[config.mk]
export PLATFORM = sky130hd
export DESIGN_NAME = rct_reset_cause
export DESIGN_NICKNAME = d
export VERILOG_FILES = /design/src/design/rct_pkg.sv /design/src/design/rct_reset_cause.sv /design/src/design/rct_sync.sv /design/src/design/rct_timer.sv
export SDC_FILE = /design/constraint.sdc
export NUM_CORES = 1
export LEC_CHECK = 0
export ABC_AREA = 1
export ABC_CLOCK_PERIOD_IN_PS = 7700
export BUFFER_PORTS_ARGS = -buffer_cell sky130_fd_sc_hd__buf_4
export CORE_ASPECT_RATIO = 2
export CORE_MARGIN = 5
export CORE_UTILIZATION = 60
export DETAILED_ROUTE_END_ITERATION = 7
export HOLD_SLACK_MARGIN = 0.12
export PLACE_DENSITY = 0.82
export SLEW_MARGIN = 40
export SYNTH_ARGS = -nofsm -noshare
export SYNTH_HDL_FRONTEND = slang
export SYNTH_HIERARCHICAL = 1
export SYNTH_SLANG_ARGS = --single-unit
[constraint.sdc]
create_clock -name clk_sys -period 7.7 [get_ports clk_sys]
set_input_delay 0.385 -clock clk_sys [delete_from_list [all_inputs] [get_ports clk_sys]]
set_output_delay 0.385 -clock clk_sys [all_outputs]
set_load 0.005 [all_outputs]
[src/design/rct_pkg.sv]
/*
 reset-cause and start-up time-out package: register map, field positions,
 reset values, oscillator modes, delay figures.
 assumes a 20 MHz system clock; used by rct_reset_cause and the bench.
*/
package rct_pkg;
   // register word offsets on the plain register port
   localparam logic [7:0] ADDR_PWRCTL   = 8'h8E;
   localparam logic [7:0] ADDR_STATUS   = 8'h03;
   localparam logic [7:0] ADDR_EVSTAT   = 8'h90;
   localparam logic [7:0] ADDR_EVMASK   = 8'h91;
   localparam logic [7:0] ADDR_CONFIG   = 8'h92;
   // field positions
   localparam int PWRON_BIT   = 1;
   localparam int SLEEP_BIT   = 3;
   localparam int WDOG_BIT    = 4;
   // status loads per event: power-on value and clear masks over the upper five bits
   localparam logic [7:0] STAT_POR_VAL  = 8'h18;
   localparam logic [7:0] STAT_MASTER_CLEAR_N_CLR = 8'hE0;
   localparam logic [7:0] STAT_WDT_CLR  = 8'hF0;
   localparam logic [7:0] PWRCTL_RST    = 8'h00;
   localparam logic [7:0] ZERO8         = 8'h00;
   // program counter values
   localparam logic [12:0] PC_RESET     = 13'h0000;
   localparam logic [12:0] PC_IRQ_VEC   = 13'h0004;
   localparam logic [12:0] PC_STEP      = 13'h0001;
   // event bits in the event status register
   localparam int EV_POR  = 0;
   localparam int EV_MASTER_CLEAR_N = 1;
   localparam int EV_WDT  = 2;
   localparam int EV_WAKE = 3;
   localparam int EV_NUM  = 4;
   // timing: 72 ms power-up delay, 1024 oscillator cycles
   localparam int CLK_HZ          = 20_000_000;
   localparam int POWERUP_DELAY_TIMER_MS         = 72;
   localparam int POWERUP_DELAY_TIMER_CYCLES     = POWERUP_DELAY_TIMER_MS * (CLK_HZ / 1000);
   localparam int OST_OSC_CYCLES  = 1024;
   // oscillator modes
   typedef enum logic [2:0] {
      RCT_CRYSTAL_LOWPOWER = 3'h0,
      RCT_CRYSTAL_STD      = 3'h1,
      RCT_CRYSTAL_FAST     = 3'h2,
      RCT_INTERNAL_RC      = 3'h4,
      RCT_EXTERNAL_RC      = 3'h6
   } rct_osc_e;
   // time-out sequencer states, gray along the path
   typedef enum logic [1:0] {
      RCT_HOLD_POWERUP_DELAY_TIMER = 2'b00,
      RCT_HOLD_OST  = 2'b01,
      RCT_RUN       = 2'b11,
      RCT_ASLEEP    = 2'b10
   } rct_state_e;
endpackage : rct_pkg

[src/design/rct_reset_cause.sv]
/*
 reset-cause tracking and start-up time-out sequencer.
 holds the power control register, the status flags, the program counter
 load for each reset or wake-up, and the internal reset release.
 assumes one 20 MHz clock; porEvt, master clear, watchdog and wake inputs
 are asynchronous pins and are synchronised here; the register port
 master follows a one-cycle strobe protocol.
*/
// Local design decision: strobed register access.
// Behaviour
// - power-on clears power_on_flag; no other event touches it
// - software may set or clear power_on_flag; otherwise it holds until next power-on
// - delay: crystal 72ms+1024Tosc, or 1024Tosc; rc 72ms or none
// - power-on sets both flags, status 0001 1xxx, pc 000h
// - watchdog reset: pc 000h, upper four status bits cleared
// - master clear awake: pc 000h, upper three status bits cleared
// - master clear asleep: pc 000h, 0001 0uuu status
// - watchdog wake: pc+1, both flags cleared
// - interrupt wake: pc+1 or vector 0004h, flags 1 and 0
// - unimplemented power control bits read zero
// - core held in reset while power-up delay timer runs
// - oscillator start-up counts 1024 cycles, crystal only, power-on or wake
`timescale 1ns/1ps
module rct_reset_cause
   import rct_pkg::*;
#(
   parameter int POWERUP_DELAY_TIMER_CNT = rct_pkg::POWERUP_DELAY_TIMER_CYCLES,
   parameter int OST_CNT  = rct_pkg::OST_OSC_CYCLES
) (
   input  wire logic                    clk_sys,
   input  wire logic                    rst_b,
   input  wire logic                    porEvt,
   input  wire logic                    masterClearB,
   input  wire logic                    watchdogEvt,
   input  wire logic                    irqWakeEvt,
   input  wire logic                    sleepEnter,
   input  wire logic                    oscTick,
   input  wire logic                    globalIrqEnable,
   input  wire logic [12:0]             pcCurrent,
   input  wire logic [7:0]              statusIn,
   input  wire logic [7:0]              regAddr,
   input  wire logic [7:0]              regWdata,
   input  wire logic                    regWr,
   input  wire logic                    regRd,
   output logic      [7:0]              regRdata,
   output logic      [12:0]             pcLoad,
   output logic                         pcLoadStb,
   output logic      [7:0]              status,
   output logic                         coreResetB,
   output logic                         asleep,
   output logic                         irq
);
   localparam int TW = 22;
   // flag masks built from the field positions
   localparam logic [7:0] WDOG_MASK  = 8'(1 << WDOG_BIT);
   localparam logic [7:0] SLEEP_MASK = 8'(1 << SLEEP_BIT);
   localparam logic [7:0] FLAGS_MASK = WDOG_MASK | SLEEP_MASK;

   // both delays share one timer width; refuse counts it cannot hold
   if (POWERUP_DELAY_TIMER_CNT < 1 || POWERUP_DELAY_TIMER_CNT >= (1 << TW) ||
       OST_CNT < 1 || OST_CNT >= (1 << TW)) begin : g_bad_cnt
      $error("rct_reset_cause: delay counts out of range");
   end

   logic       rstS1, rstB;
   logic [3:0] pinS;
   logic       porS, mclrBS, wdtS, wakeS;
   logic       powerOnFlag;
   logic       porSeen;
   rct_osc_e   oscMode;
   logic       pwrtDisable;
   logic [EV_NUM-1:0] evStat, evMask;
   rct_state_e state, next_state;
   logic       ostTick;
   logic       pwrtLoad, ostLoad, pwrtBusy, pwrtDone, ostBusy, ostDone;

   // reset release through two flops
   always_ff @(posedge clk_sys or negedge rst_b) begin
      if (!rst_b) begin
         rstS1 <= 1'b0;
         rstB  <= 1'b0;
      end else begin
         rstS1 <= 1'b1;
         rstB  <= rstS1;
      end
   end

   rct_sync #(.WIDTH(4)) uPinSync (
      .clk  (clk_sys),
      .rstB (rstB),
      .din  ({porEvt, ~masterClearB, watchdogEvt, irqWakeEvt}),
      .dout (pinS)
   );
   assign porS   = pinS[3];
   assign mclrBS = ~pinS[2];
   assign wdtS   = pinS[1];
   assign wakeS  = pinS[0];

   // oscillator tick is a pin too; edge seen after sync only
   logic oscS, oscSD;
   rct_sync #(.WIDTH(1)) uOscSync (
      .clk  (clk_sys),
      .rstB (rstB),
      .din  (oscTick),
      .dout (oscS)
   );
   always_ff @(posedge clk_sys or negedge rstB) begin
      if (!rstB) oscSD <= 1'b0;
      else       oscSD <= oscS;
   end
   assign ostTick = oscS & ~oscSD;

   // event decode; power-on has priority, then master clear, then watchdog
   logic porEdge, porD, wdtD, wakeD;
   always_ff @(posedge clk_sys or negedge rstB) begin
      if (!rstB) begin
         porD  <= 1'b0;
         wdtD  <= 1'b0;
         wakeD <= 1'b0;
      end else begin
         porD  <= porS;
         wdtD  <= wdtS;
         wakeD <= wakeS;
      end
   end
   // a freshly released reset counts as power-on
   assign porEdge = (porS & ~porD) | ~porSeen;
   wire wdtEdge   = wdtS & ~wdtD;
   wire wakeEdge  = wakeS & ~wakeD;
   wire isSleep   = (state == RCT_ASLEEP);
   wire evPor     = porEdge;
   wire evMclr    = !evPor && !mclrBS && (state == RCT_RUN || isSleep);
   wire evWdtRst  = !evPor && !evMclr && wdtEdge && state == RCT_RUN;
   wire evWdtWake = !evPor && !evMclr && wdtEdge && isSleep;
   wire evIrqWake = !evPor && !evMclr && !evWdtWake && wakeEdge && isSleep;
   wire crystal   = (oscMode == RCT_CRYSTAL_LOWPOWER) || (oscMode == RCT_CRYSTAL_STD)
                    || (oscMode == RCT_CRYSTAL_FAST);

   // delay selection
   assign pwrtLoad = evPor && !pwrtDisable;
   assign ostLoad  = crystal && ((evPor && pwrtDisable) || pwrtDone ||
                     evWdtWake || evIrqWake);

   rct_timer #(.WIDTH(TW)) uPwrt (
      .clk     (clk_sys),
      .rstB    (rstB),
      .load    (pwrtLoad),
      .loadVal (TW'(POWERUP_DELAY_TIMER_CNT)),
      .tick    (1'b1),
      .busy    (pwrtBusy),
      .done    (pwrtDone)
   );
   rct_timer #(.WIDTH(TW)) uOst (
      .clk     (clk_sys),
      .rstB    (rstB),
      .load    (ostLoad),
      .loadVal (TW'(OST_CNT)),
      .tick    (ostTick),
      .busy    (ostBusy),
      .done    (ostDone)
   );

   // sequencer next state
   always_comb begin
      next_state = state;
      case (state)
         RCT_HOLD_POWERUP_DELAY_TIMER: begin
            if (pwrtLoad || pwrtBusy)     next_state = RCT_HOLD_POWERUP_DELAY_TIMER;
            else if (ostLoad || ostBusy)  next_state = RCT_HOLD_OST;  // oscillator timer loaded when the power-up delay ends, or at power-on if that delay is off
            else                          next_state = RCT_RUN;
         end
         RCT_HOLD_OST: begin
            if (ostDone)               next_state = RCT_RUN;
         end
         RCT_RUN: begin
            if (sleepEnter)            next_state = RCT_ASLEEP;
         end
         RCT_ASLEEP: begin
            if (ostLoad)               next_state = RCT_HOLD_OST;
            // rc modes wake with no start-up delay
            else if (evMclr || evWdtWake || evIrqWake)
                                       next_state = RCT_RUN;
         end
         default:                      next_state = RCT_HOLD_POWERUP_DELAY_TIMER;
      endcase
      if (evPor) next_state = RCT_HOLD_POWERUP_DELAY_TIMER;
   end

   always_ff @(posedge clk_sys or negedge rstB) begin
      if (!rstB) begin
         state   <= RCT_HOLD_POWERUP_DELAY_TIMER;
         porSeen <= 1'b0;
      end else begin
         state   <= next_state;
         porSeen <= 1'b1;
      end
   end

   // status and program counter loads per event
   wire [7:0] nextStatus =
      evPor     ? (STAT_POR_VAL | (statusIn & ~STAT_MASTER_CLEAR_N_CLR & ~FLAGS_MASK)) :
      evMclr && isSleep ? ((statusIn & ~STAT_MASTER_CLEAR_N_CLR & ~SLEEP_MASK) | WDOG_MASK) :
      evMclr    ? (statusIn & ~STAT_MASTER_CLEAR_N_CLR) :
      evWdtRst  ? (statusIn & ~STAT_WDT_CLR) :
      evWdtWake ? (statusIn & ~FLAGS_MASK) :
      evIrqWake ? ((statusIn & ~SLEEP_MASK) | WDOG_MASK) :
      status;
   wire [12:0] nextPc =
      (evPor || evMclr || evWdtRst) ? PC_RESET :
      (evIrqWake && globalIrqEnable) ? PC_IRQ_VEC : pcCurrent + PC_STEP;
   wire anyEv = evPor | evMclr | evWdtRst | evWdtWake | evIrqWake;

   always_ff @(posedge clk_sys or negedge rstB) begin
      if (!rstB) begin
         status    <= STAT_POR_VAL;
         pcLoad    <= PC_RESET;
         pcLoadStb <= 1'b0;
      end else begin
         status    <= nextStatus;
         pcLoadStb <= anyEv;
         if (anyEv) pcLoad <= nextPc;
      end
   end

   // register decode
   wire selPwr  = (regAddr == ADDR_PWRCTL);
   wire selStat = (regAddr == ADDR_EVSTAT);
   wire selMask = (regAddr == ADDR_EVMASK);
   wire selCfg  = (regAddr == ADDR_CONFIG);
   wire selSt   = (regAddr == ADDR_STATUS);
   wire [7:0] pwrRead  = {6'h00, powerOnFlag, 1'b0};
   wire [7:0] rdMux    = selPwr  ? pwrRead :
                         selStat ? {4'h0, evStat} :
                         selMask ? {4'h0, evMask} :
                         selCfg  ? {4'h0, pwrtDisable, oscMode} :
                         selSt   ? status : ZERO8;
   wire [EV_NUM-1:0] evSet = {evWdtWake | evIrqWake, evWdtRst, evMclr, evPor};

   // power-on flag: written by software, cleared by power-on
   always_ff @(posedge clk_sys or negedge rstB) begin
      if (!rstB)
         powerOnFlag <= 1'b0;
      else if (evPor)
         powerOnFlag <= 1'b0;
      else if (regWr && selPwr)
         powerOnFlag <= regWdata[PWRON_BIT];
   end

   // config and mask writes; event status cleared by read, set wins
   always_ff @(posedge clk_sys or negedge rstB) begin
      if (!rstB) begin
         oscMode     <= RCT_CRYSTAL_STD;
         pwrtDisable <= 1'b0;
         evMask      <= '0;
         evStat      <= '0;
         regRdata    <= ZERO8;
         irq         <= 1'b0;
      end else begin
         if (regWr && selCfg) begin
            oscMode     <= rct_osc_e'(regWdata[2:0]);
            pwrtDisable <= regWdata[3];
         end
         if (regWr && selMask) evMask <= regWdata[EV_NUM-1:0];
         evStat   <= ((regRd && selStat) ? '0 : evStat) | evSet;
         regRdata <= regRd ? rdMux : ZERO8;
         irq      <= |(evStat & evMask);
      end
   end

   always_ff @(posedge clk_sys or negedge rstB) begin
      if (!rstB) begin
         coreResetB <= 1'b0;
         asleep     <= 1'b0;
      end else begin
         coreResetB <= (next_state == RCT_RUN) || (next_state == RCT_ASLEEP);
         asleep     <= (next_state == RCT_ASLEEP);
      end
   end

   // checks
   a_por_flag_clr: assert property (@(posedge clk_sys) disable iff (!rstB)
      evPor |=> !powerOnFlag) else $error("power flag not cleared");
   a_por_flag_hold: assert property (@(posedge clk_sys) disable iff (!rstB)
      !evPor && !(regWr && selPwr) |=> $stable(powerOnFlag)) else $error("flag moved");
   a_rc_no_delay: assert property (@(posedge clk_sys) disable iff (!rstB)
      evPor && pwrtDisable && !crystal |=> ##[1:3] coreResetB) else $error("rc delay");
   a_por_status: assert property (@(posedge clk_sys) disable iff (!rstB)
      evPor |=> status[7:3] == 5'h03 && pcLoad == PC_RESET) else $error("por status");
   a_wdt_status: assert property (@(posedge clk_sys) disable iff (!rstB)
      evWdtRst |=> status[7:4] == 4'h0 && status[3] == $past(statusIn[3]))
      else $error("wdt status");
   a_master_clear_n_status: assert property (@(posedge clk_sys) disable iff (!rstB)
      evMclr && !isSleep |=> status[7:5] == 3'h0 && status[4:0] == $past(statusIn[4:0]))
      else $error("master_clear_n status");
   a_master_clear_n_sleep: assert property (@(posedge clk_sys) disable iff (!rstB)
      evMclr && isSleep |=> status[4:3] == 2'b10) else $error("master_clear_n sleep");
   a_wdt_wake: assert property (@(posedge clk_sys) disable iff (!rstB)
      evWdtWake |=> status[4:3] == 2'b00 && pcLoad == $past(pcCurrent) + PC_STEP)
      else $error("wdt wake");
   a_irq_vector: assert property (@(posedge clk_sys) disable iff (!rstB)
      evIrqWake && globalIrqEnable |=> pcLoad == PC_IRQ_VEC) else $error("vector");
   a_pwr_unimpl: assert property (@(posedge clk_sys) disable iff (!rstB)
      regRd && selPwr |=> (regRdata & 8'hFD) == ZERO8) else $error("unimpl bits");
   a_powerup_delay_timer_hold: assert property (@(posedge clk_sys) disable iff (!rstB)
      pwrtBusy |-> !coreResetB) else $error("released in powerup_delay_timer");
   a_ost_hold: assert property (@(posedge clk_sys) disable iff (!rstB)
      ostBusy && !isSleep |=> !coreResetB) else $error("released in ost");
   a_ost_after: assert property (@(posedge clk_sys) disable iff (!rstB)
      pwrtDone && crystal |=> ostBusy) else $error("ost not chained");
   c_por_seen:  cover property (@(posedge clk_sys) evPor);
   c_wdt_wake:  cover property (@(posedge clk_sys) evWdtWake);
   c_irq_wake:  cover property (@(posedge clk_sys) evIrqWake && globalIrqEnable);
   c_irq_out:   cover property (@(posedge clk_sys) irq);
endmodule : rct_reset_cause

[src/design/rct_sync.sv]
/*
 two flip-flop synchroniser for a vector of levels.
 assumes inputs come from pins or another clock; reset is already synchronous-released.
*/
`timescale 1ns/1ps
module rct_sync #(
   parameter int WIDTH = 1
) (
   input  wire logic             clk,
   input  wire logic             rstB,
   input  wire logic [WIDTH-1:0] din,
   output logic      [WIDTH-1:0] dout
);
   logic [WIDTH-1:0] stage1;

   // a zero-width vector cannot be synchronised
   if (WIDTH < 1) begin : g_bad_width
      $error("rct_sync: WIDTH must be at least 1");
   end

   // first stage read only by the second
   always_ff @(posedge clk or negedge rstB) begin
      if (!rstB) begin
         stage1 <= '0;
         dout   <= '0;
      end else begin
         stage1 <= din;
         dout   <= stage1;
      end
   end
endmodule : rct_sync

[src/design/rct_timer.sv]
/*
 loadable down-counter with one-cycle done pulse, counting on an enable.
 assumes single clock; load and enable come from logic on the same clock.
*/
`timescale 1ns/1ps
module rct_timer #(
   parameter int WIDTH = 21
) (
   input  wire logic             clk,
   input  wire logic             rstB,
   input  wire logic             load,
   input  wire logic [WIDTH-1:0] loadVal,
   input  wire logic             tick,
   output logic                  busy,
   output logic                  done
);
   logic [WIDTH-1:0] count;
   wire              last = busy && tick && (count == {{(WIDTH-1){1'b0}}, 1'b1});

   // the terminal compare needs at least one zero bit above the lsb
   if (WIDTH < 2) begin : g_bad_width
      $error("rct_timer: WIDTH must be at least 2");
   end

   // load wins over counting
   always_ff @(posedge clk or negedge rstB) begin
      if (!rstB) begin
         count <= '0;
         busy  <= 1'b0;
         done  <= 1'b0;
      end else begin
         done <= last;
         if (load) begin
            count <= loadVal;
            busy  <= (loadVal != '0);
         end else if (busy && tick) begin
            count <= count - 1'b1;
            busy  <= !last;
         end
      end
   end
endmodule : rct_timer

==> flow_summary.yaml, run 1 <==
synthesis:
  synthesis.area_um2: 6440
  synth_edf_count: 0
  synth_ff_type: "dfrtp_1"
  synth_top_cell_by_area: "dfrtp_1"
  syn_area_per_cell_um2: 7.30
  synth.distinct_cells: 41
  netlist_instances: 882
  seq_area_frac_synth_pct: 44.0
  synthTopCellsByArea: "dfrtp_1 43%, nand2_1 14%, nor2_1 7.0%"
  postSynth.asyncResetShare_pct: 100
  ys_warn_count: 6
  synth_top_area_share_pct: 42.7
  ys_ff_latch: 113
floorplan:
  row_count: 53
  core-area_um2: 10500
  dieArea_um2: 13000
  initial_core_util_pct: 61.1
  die_w_um: 83.3
  io_pins: 81
  die_h_um: 157
finish:
  drive_above_1_share_pct: 15.6
  layout_common_cells: "234 x nand2_1, 119 x nor2_1, 117 x inv_1"
  final_common_cell: "nand2_1"
  antenna_cells: 0
  fin_nets: 1097
  layout-area-overhead-vs-synth_pct: 24.4
outcome:
  status: "finished clean"
pwr:
  peakVddDrop_uv: 189
  p_seq_share_pct: 38.8
  swShare_pct: 35.4
  p_int_mw: 1.29
  clkPwrFrac_pct: 38.0
  power.density_nw_per_um2: 249
  switching_power_mw: 0.706
  p_comb_share_pct: 23.2
  power_leakage_nw: 4.15
sta:
  tightest_slew_ns: 0.645
  hold_viol_final: 0
  holdWs_ns: 0.174
  tns_ns: 0
  fin_crit_sh_pct: 38.9
  max-slew-margin-rel_pct: 56.9
  rsz0062_at_grt: "no"
  final-setup-viol-count: 0
  slew_violations: 0
  max_freq_ghz: 0.334
  min_period_ns: 3.00
  skew_ns: 0.0115
global_routing:
  gr-total-overflow: 0
  grt_usage_pct: 26.8
  grt_max_degree: 66
  grt_pass1_vias: 6185
  grt_pass1_wl_mm: 27.7
  antenna_found_initial: 0
place:
  gp_congestion: 0.997
  hpwlAfterDp_mm: 12.2
  io_buffers: 76
routing:
  drt_first_iter_violations: 371
  wl_per_cell_um: 14.0
  drt-pass1-iter-count: 5
  vias: 6204
  drc: 0
  viasPerCell: 5.20
  routed_wirelength_mm: 16.7
  ant_nets: 0
worst_setup_path:
  cp.arrival_ns: 3.30
  setup.worst_path.start: "state[1]"
  crit_path_max_incr_delay_ns: 0.49
  rr_startpoint: "state[1]"
  required_ns: 8.00
  crit_top_cell: "nand2_1"
  cp_cell_sequence: "nand2_1 -> nand3_1 -> nor2_4 -> nor2_1 -> nand2_1 -> nand2_1 -> inv_1 -> inv_4 -> nand2_1 -> inv_2 -> nand2_1 -> o21ai_0 -> o21bai_1"
  cp_max_fo: 17
  crit_path_start_kind: "register"
  path_class: "register to register"
  slowest_stage: "inv_1"
  worstSetupEndpointType: "register"
cts:
  path_clk_slew_ns: 0.05
  numCtsBuffers: 17
  cts_tree: "done"
  post_cts_buffers: 0
  clock_latency_ns: 0.42
  clock_path_buffers: 2
  cts_htree_levels: 4
  cts.sinks: 113
  cts-root-buf: "clkbuf_16"
hold_path:
  holdCritStartpoint: "statusIn[2]"
  min_path_type: "input port to register"
run:
  maxCapViolations: 0
-- metrics by stage --
| stage | instance area [um^2] | utilization, % | power (mW) | cells | worst slack [ns] |
|---|---|---|---|---|---|
| floorplan | 6720 | - | 1.11 | 955 | 4.32 |
| global placement | 7370 | 69.9 | 1.22 | 1156 | 4.77 |
| detailed placement | 7380 | 70.0 | 1.23 | 1156 | 4.74 |
| CTS | 8010 | 76.0 | 1.99 | 1194 | 4.71 |
| global route | 8010 | 76.0 | 2.10 | 1194 | 4.53 |
| finish | 8010 | 76.0 | 2.00 | 1194 | 4.70 |
-- cell type report --
| class | instances | area (um^2) |
|---|---|---|
| Fill cell | 812 | 2530 |
| Sequential cell | 113 | 2840 |
| Clock inverter | 15 | 149 |
| Tap cell | 137 | 171 |
| Multi-Input combinational cell | 697 | 3290 |
| Inverter | 131 | 497 |
| Clock buffer | 17 | 425 |
| Timing Repair Buffer | 84 | 649 |
-- flip-flops by register name, summed over array words and instances (netlist names), 2 cells and up --
name	cells
uOst/count	22
status	8
uPinSync/dout	4
oscMode	3
evStat	4
evMask	4
uPwrt/count	22
pcLoad	13
state	2
regRdata	8
uPinSync/stage1	4
-- cells by family after synthesis --
| group | after synthesis | share of synthesized area (%) |
|---|---|---|
| xor+xnor | 15 | 2.04 |
| fa+ha+maj | 5 | 0.971 |
| buf+inv | 145 | 9.32 |
| simple gates | 506 | 34.8 |
| compound gates | 96 | 8.80 |
| flops | 113 | 44.0 |
| other cells | 2 | 0.117 |
-- path summary, 6_finish.rpt --
path	cells past startpoint	end	slack, ns
max in group asynchronous	1	status[5]	6.36
worst min-delay path	3	status[2]	0.17
worst max-delay path	13	uOst/count[15]	4.70
worst max register to register	13	uOst/count[15]	4.70
min in group asynchronous	2	rstB	0.28
worst min register to register	0	uOscSync/dout	0.35
-- power by group through the flow --
stage | logic [mW] | registers (mW) | clock network [mW]
2_1_floorplan | 0.350 | 0.757 | 0
6_report | 0.464 | 0.774 | 0.758
3_3_place_gp | 0.442 | 0.778 | 0
4_1_cts | 0.461 | 0.770 | 0.765
3_5_place_dp | 0.452 | 0.780 | 0
5_1_grt | 0.524 | 0.782 | 0.792
-- per-layer routing --
metal | share of wire, % | wire (um) | GRT usage [%]
met1 | 33 | 5550 | 23.9
met2 | 56 | 9390 | 52.4
met3 | 5.2 | 867 | 5.64
met4 | 5.5 | 919 | 18.5
met5 | 0 | 0 | 0
-- cell usage after synthesis (all sizes together), types with 2 or more instances --
cell / instances
nand2: 244
nor2: 139
inv: 131
dfrtp: 110
nand3: 89
o21ai: 51
nand4: 22
a21oi: 12
o22ai: 12
buf: 11
xor2: 11
nor3: 9
o21bai: 7
o211ai: 6
ha: 5
xnor2: 4
clkbuf: 3
dfstp: 3
o221ai: 3
conb: 2
or2: 2
-- critical path, delay by kind of cell (launching register included) --
kind | cells | cell delay (ns)
flip-flops | 1 | 0.42
AND/OR/NAND/NOR | 8 | 1.34
AO/OA/AOI/OAI | 2 | 0.22
buffers and inverters | 3 | 0.91
-- timing repair --
action                     4_1_cts  5_1_grt
resized for setup                0        0
hold endpoints to repair         7        0
setup endpoints to repair        0        0
hold buffers                     6        0
Note: power is estimated with default switching activity, not from simulation.
==> run 2, diff against run 1 <==
--- a/config.mk
+++ b/config.mk
@@ -5,15 +5,15 @@
 export SDC_FILE = /design/constraint.sdc
 export NUM_CORES = 1
 export LEC_CHECK = 0
-export ABC_AREA = 1
-export ABC_CLOCK_PERIOD_IN_PS = 7700
+export ABC_AREA = 0
+export ABC_CLOCK_PERIOD_IN_PS = 2850
 export BUFFER_PORTS_ARGS = -buffer_cell sky130_fd_sc_hd__buf_4
 export CORE_ASPECT_RATIO = 2
 export CORE_MARGIN = 5
-export CORE_UTILIZATION = 60
+export CORE_UTILIZATION = 58
 export DETAILED_ROUTE_END_ITERATION = 7
 export HOLD_SLACK_MARGIN = 0.12
-export PLACE_DENSITY = 0.82
+export PLACE_DENSITY = 0.81
 export SLEW_MARGIN = 40
 export SYNTH_ARGS = -nofsm -noshare
 export SYNTH_HDL_FRONTEND = slang
==> constraint.sdc (replaced) <==
create_clock -name clk_sys -period 2.85 [get_ports clk_sys]
set_input_delay 0.1425 -clock clk_sys [delete_from_list [all_inputs] [get_ports clk_sys]]
set_output_delay 0.1425 -clock clk_sys [all_outputs]
set_load 0.005 [all_outputs]
==> flow_summary.yaml, run 2 <==
worst_setup_path:
  cp_max_fo: 19
  crit_path_start_kind: "register"
  cp.arrival_ns: 2.89
  rr_startpoint: "state[1]"
  worstSetupEndpointType: "register"
  required_ns: 3.13
  worst_r2r_path_depth: 7
  r2r-end: "uOst/count[15]"
  path_class: "register to register"
  reg2reg_slack_ns: 0.24
synthesis:
  ys_warn_count: 6
  synthesis.area_um2: 5730
  synthTopCellsByArea: "dfrtp_1 48%, nand2_1 3.5%, xor2_1 3.4%"
  ys_top_cells_by_count: "110 x dfrtp_1, 54 x nand2_1, 37 x nor2_1, 37 x o21ai_0, 22 x xor2_1"
  netlist_instances: 565
  synth_top_cell_by_area: "dfrtp_1"
  seq_area_frac_synth_pct: 49.4
  synth.distinct_cells: 63
  synth_ff_type: "dfrtp_1"
  synth_edf_count: 0
  synth_top_area_share_pct: 48.0
  yosysMostFrequentCell: "dfrtp_1"
  postSynth.asyncResetShare_pct: 100
  ys_ff_latch: 113
  syn_area_per_cell_um2: 10.1
sta:
  fin_crit_sh_pct: 91.5
  max-slew-margin-rel_pct: 57.8
  slew_violations: 0
  tightest_slew_ns: 0.633
  hold_viol_final: 0
  setup_slack_ns: 0.242
  tns_ns: 0
  min_period_ns: 2.61
  skew_ns: 0.00652
  rsz0062_at_grt: "no"
  final-setup-viol-count: 0
  max_freq_ghz: 0.383
cts:
  post_cts_resized: 0
  clock_latency_ns: 0.42
  numCtsBuffers: 17
  cts.sinks: 113
  path_clk_slew_ns: 0.06
  cts-root-buf: "clkbuf_16"
  cts_htree_levels: 4
  cts_tree: "done"
  clock_path_buffers: 2
finish:
  stdcell_count: 916
  fin_nets: 824
  top_regs: "uOst/count: 22 flops, uPwrt/count: 22 flops, pcLoad: 13 flops"
  antenna_cells: 0
  final_common_cell: "dfrtp_1"
  drive_above_1_share_pct: 19.8
  nFillCells: 597
  layout_common_cells: "109 x dfrtp_1, 93 x conb_1, 82 x buf_4"
  final_util_pct: 79.6
  layout-area-overhead-vs-synth_pct: 34.8
global_routing:
  grt_max_degree: 65
  grt_pass1_vias: 5225
  grt_usage_pct: 26.5
  gr-total-overflow: 0
  antenna_found_initial: 0
  grt_pass1_wl_mm: 24.8
floorplan:
  initial_core_util_pct: 59.1
  die_w_um: 80.3
  dieArea_um2: 12100
  die_h_um: 151
  io_pins: 81
  core-area_um2: 9700
  row_count: 51
routing:
  ant_nets: 0
  viasPerCell: 5.50
  drc: 0
  routed_wirelength_mm: 14.8
  drt_first_iter_violations: 328
  vias: 5035
  wl_per_cell_um: 16.1
  drt-pass1-iter-count: 4
hold_path:
  min_to: "pcLoad[1]"
  whs_path_depth: 4
  holdCritStartpoint: "pcCurrent[1]"
  min_path_type: "input port to register"
pwr:
  power_leakage_nw: 3.37
  peakVddDrop_uv: 480
  power.density_nw_per_um2: 643
place:
  post-place-cells: 849
  dp_slack_ns: 0.405
  gp_congestion: 0.897
  io_buffers: 76
  hpwlAfterDp_mm: 9.35
outcome:
  status: "finished clean"
run:
  maxCapViolations: 0
==> run 2: cells by family after synthesis <==
| kind of cell | share of synthesized area (%) |
|---|---|
| xor gates and xnor gates | 5.50 |
| DFF | 49.4 |
| muxes | 2.75 |
| buffers and inverters | 2.84 |
| adders and majority gates | 1.09 |
| other | 0.131 |
| AOI/OAI and AO/OA | 13.2 |
| and+or+nand+nor | 25.0 |
==> run 2: metal layers <==
metal  global-route usage (%)  share of wire [%]  routed length (um)  vias to the layer above
met3                     6.59                5.0                 740                       53
li1                         -                  -                   -                     2389
met5                        0                  0                   0                        -
met1                     28.9                 37                5500                     2403
met4                     12.0                3.6                 535                        0
met2                     47.5                 54                7970                      190
==> run 2: metrics by stage <==
stage / hold WS [ns] / power, mW / area, um^2
finish: 0.156 / 4.97 / 7720
floorplan: -0.153 / 2.56 / 6070
global route: 0.170 / 5.20 / 7720
global placement: -0.0746 / 2.75 / 6780
detailed placement: -0.0737 / 2.81 / 6780
CTS: 0.127 / 4.98 / 7720
==> run 2: critical path, cell delays in order, from the launching register on <==
cell,delay (ns)
dfrtp_1,0.54
nor3b_1,0.37
o2111ai_1,0.35
a221oi_2,0.55
buf_4,0.31
nor2_1,0.08
or4b_1,0.17
nand3_1,0.09
==> run 2: worst max path at each step <==
stage | endpoint | slack (ns) | startpoint | depth (start not counted)
floorplan | uOst/count[16] | 0.76 | state[0] | 9
global placement | uOst/count[11] | 0.52 | state[1] | 5
detailed placement | uOst/count[11] | 0.41 | state[1] | 5
CTS | uOst/count[15] | 0.29 | state[1] | 7
global route | uOst/count[15] | 0.08 | state[1] | 6
finish | uOst/count[15] | 0.24 | state[1] | 7
==> run 2: cell type report <==
type	count	area, um^2	area share (%)
Clock buffer	18	439	5.69
Clock inverter	14	155	2.01
Inverter	18	67.6	0.875
Multi-Input combinational cell	503	3080	39.8
Sequential cell	113	2840	36.7
Tap cell	132	165	2.14
Timing Repair Buffer	118	986	12.8
==> run 2: report_power, final <==
| group | total [mW] | internal [mW] | switching, mW | leakage, nW |
|---|---|---|---|---|
| Clock | 2.13 | 1.32 | 0.812 | 0.276 |
| Combinational | 0.733 | 0.356 | 0.377 | 1.71 |
| Sequential | 2.11 | 1.82 | 0.286 | 1.39 |
| Total | 4.97 | 3.50 | 1.47 | 3.37 |
==> run 2: repair_timing <==
item                                   in CTS  in global routing
endpoints found under the hold margin      41                  0
hold buffers                               35                  0
setup buffers                               0                  0
==> run 3, diff against run 2 <==
--- a/config.mk
+++ b/config.mk
@@ -14,7 +14,8 @@
 export DETAILED_ROUTE_END_ITERATION = 7
 export HOLD_SLACK_MARGIN = 0.12
 export PLACE_DENSITY = 0.81
-export SLEW_MARGIN = 40
+export REMOVE_ABC_BUFFERS = 1
+export SLEW_MARGIN = 10
 export SYNTH_ARGS = -nofsm -noshare
 export SYNTH_HDL_FRONTEND = slang
 export SYNTH_HIERARCHICAL = 1
==> flow_summary.yaml, run 3 (same netlist as run 2, synthesis figures left out) <==
outcome:
  status: "finished clean"
routing:
  viasPerCell: 5.55
  drt-pass1-iter-count: 5
  ant_nets: 0
  wl_per_cell_um: 16.5
  vias: 5074
  routed_wirelength_mm: 15.1
  drc: 0
  drt_first_iter_violations: 245
floorplan:
  dieArea_um2: 12100
  io_pins: 81
  core-area_um2: 9700
  die_w_um: 80.3
  row_count: 51
  initial_core_util_pct: 59.1
  die_h_um: 151
worst_setup_path:
  crit_path_start_kind: "register"
  worst_r2r_path_depth: 7
  required_ns: 3.14
  r2r-end: "uOst/count[15]"
  cp.arrival_ns: 2.67
  rr_startpoint: "state[1]"
  path_class: "register to register"
  reg2reg_slack_ns: 0.47
  worstSetupEndpointType: "register"
  cp_max_fo: 37
global_routing:
  gr-total-overflow: 0
  grt_max_degree: 60
  grt_usage_pct: 27.2
  antenna_found_initial: 0
  grt_pass1_wl_mm: 25.4
  grt_pass1_vias: 5371
finish:
  layout_common_cells: "109 x dfrtp_1, 93 x conb_1, 81 x buf_4"
  final_common_cell: "dfrtp_1"
  fin_nets: 822
  stdcell_count: 914
  final_util_pct: 79.5
  multi_input_area_um2: 3080
  layout-area-overhead-vs-synth_pct: 34.5
  drive_above_1_share_pct: 19.6
  nFillCells: 611
  final-seq-area_um2: 2840
  antenna_cells: 0
  top_regs: "uOst/count: 22 flops, uPwrt/count: 22 flops, pcLoad: 13 flops"
sta:
  tightest_slew_ns: 1.00
  min_period_ns: 2.38
  rsz0062_at_grt: "no"
  skew_ns: 0.0111
  fin_crit_sh_pct: 83.6
  max-slew-margin-rel_pct: 32.9
  hold_viol_final: 0
  slew_violations: 0
  final-setup-viol-count: 0
  max_freq_ghz: 0.420
  setup_slack_ns: 0.468
hold_path:
  min_path_type: "input port to register"
  whs_path_depth: 4
  min_to: "regRdata[0]"
  holdCritStartpoint: "regAddr[6]"
cts:
  cts-root-buf: "clkbuf_16"
  cts_tree: "done"
  numCtsBuffers: 17
  clock_latency_ns: 0.42
  post_cts_resized: 0
  post_cts_buffers: 0
  cts.sinks: 113
  path_clk_slew_ns: 0.05
  cts_htree_levels: 4
  clock_path_buffers: 2
place:
  gp_congestion: 0.945
  hpwlAfterDp_mm: 9.48
  io_buffers: 76
  dp_slack_ns: 0.582
  post-place-cells: 848
run:
  maxCapViolations: 0
pwr:
  power_leakage_nw: 3.38
  power.density_nw_per_um2: 647
  peakVddDrop_uv: 582
## run 3: cell types whose count changed in the layout (fill, tap and decap cells not counted), sizes merged
| cell | change |
|---|---|
| clkinvlp | -3 |
| clkinv | +3 |
| buf | -1 |
| dlygate4sd3 | -1 |
| clkbuf | +4 |
| inv | -4 |
## run 3: final cells by class
class	instances	area share, %
clock inverter	10	1.41
sequential	113	36.8
tap	132	2.14
clock buffer	22	6.28
multi-input combinational	503	39.9
inverter	18	0.877
timing repair buffer	116	12.6
## run 3: through the flow
stage	hold WS [ns]	setup TNS (ns)	area (um^2)	power, mW
floorplan	-0.153	-57.01	5980	2.55
finish	0.130	0	7710	4.99
global route	0.162	0	7710	5.20
CTS	0.124	0	7710	4.97
global placement	-0.0755	0	6770	2.76
detailed placement	-0.0730	0	6770	2.81
## run 3: worst max-delay path by stage
stage / startpoint / slack (ns) / to
2_1_floorplan: rstB / -0.53 / asleep
3_3_place_gp: state[1] / 0.60 / uOst/count[15]
3_5_place_dp: state[1] / 0.58 / uOst/count[15]
4_1_cts: state[1] / 0.50 / uOst/count[15]
5_1_grt: state[1] / 0.32 / uOst/count[15]
6_report: state[1] / 0.47 / uOst/count[15]
## run 3: power by group
group          switching [mW]  internal (mW)  total, mW  leakage, nW
sequential              0.294           1.82       2.12         1.39
clock                   0.759           1.37       2.13        0.292
combinational           0.386          0.358      0.743         1.70
total                    1.44           3.55       4.99         3.38
## run 3: worst max-delay path: stages, from the launching register on
cell	delay [ns]
dfrtp_1	0.54
nor3b_1	0.33
o2111ai_1	0.33
a221oi_2	0.36
buf_4	0.37
nor2_1	0.08
or4b_1	0.16
nand3_1	0.07
## run 3: timing repair
item,CTS,global route
endpoints found under the hold margin,42,0
hold buffers,34,0
endpoints found under the setup margin,0,0
## run 3: per-layer routing
layer  track usage [%]  share of wire, %
met4              13.4               3.5
met5                 0                 0
met2              48.7                55
met1              29.9                37
met3              5.45               5.0
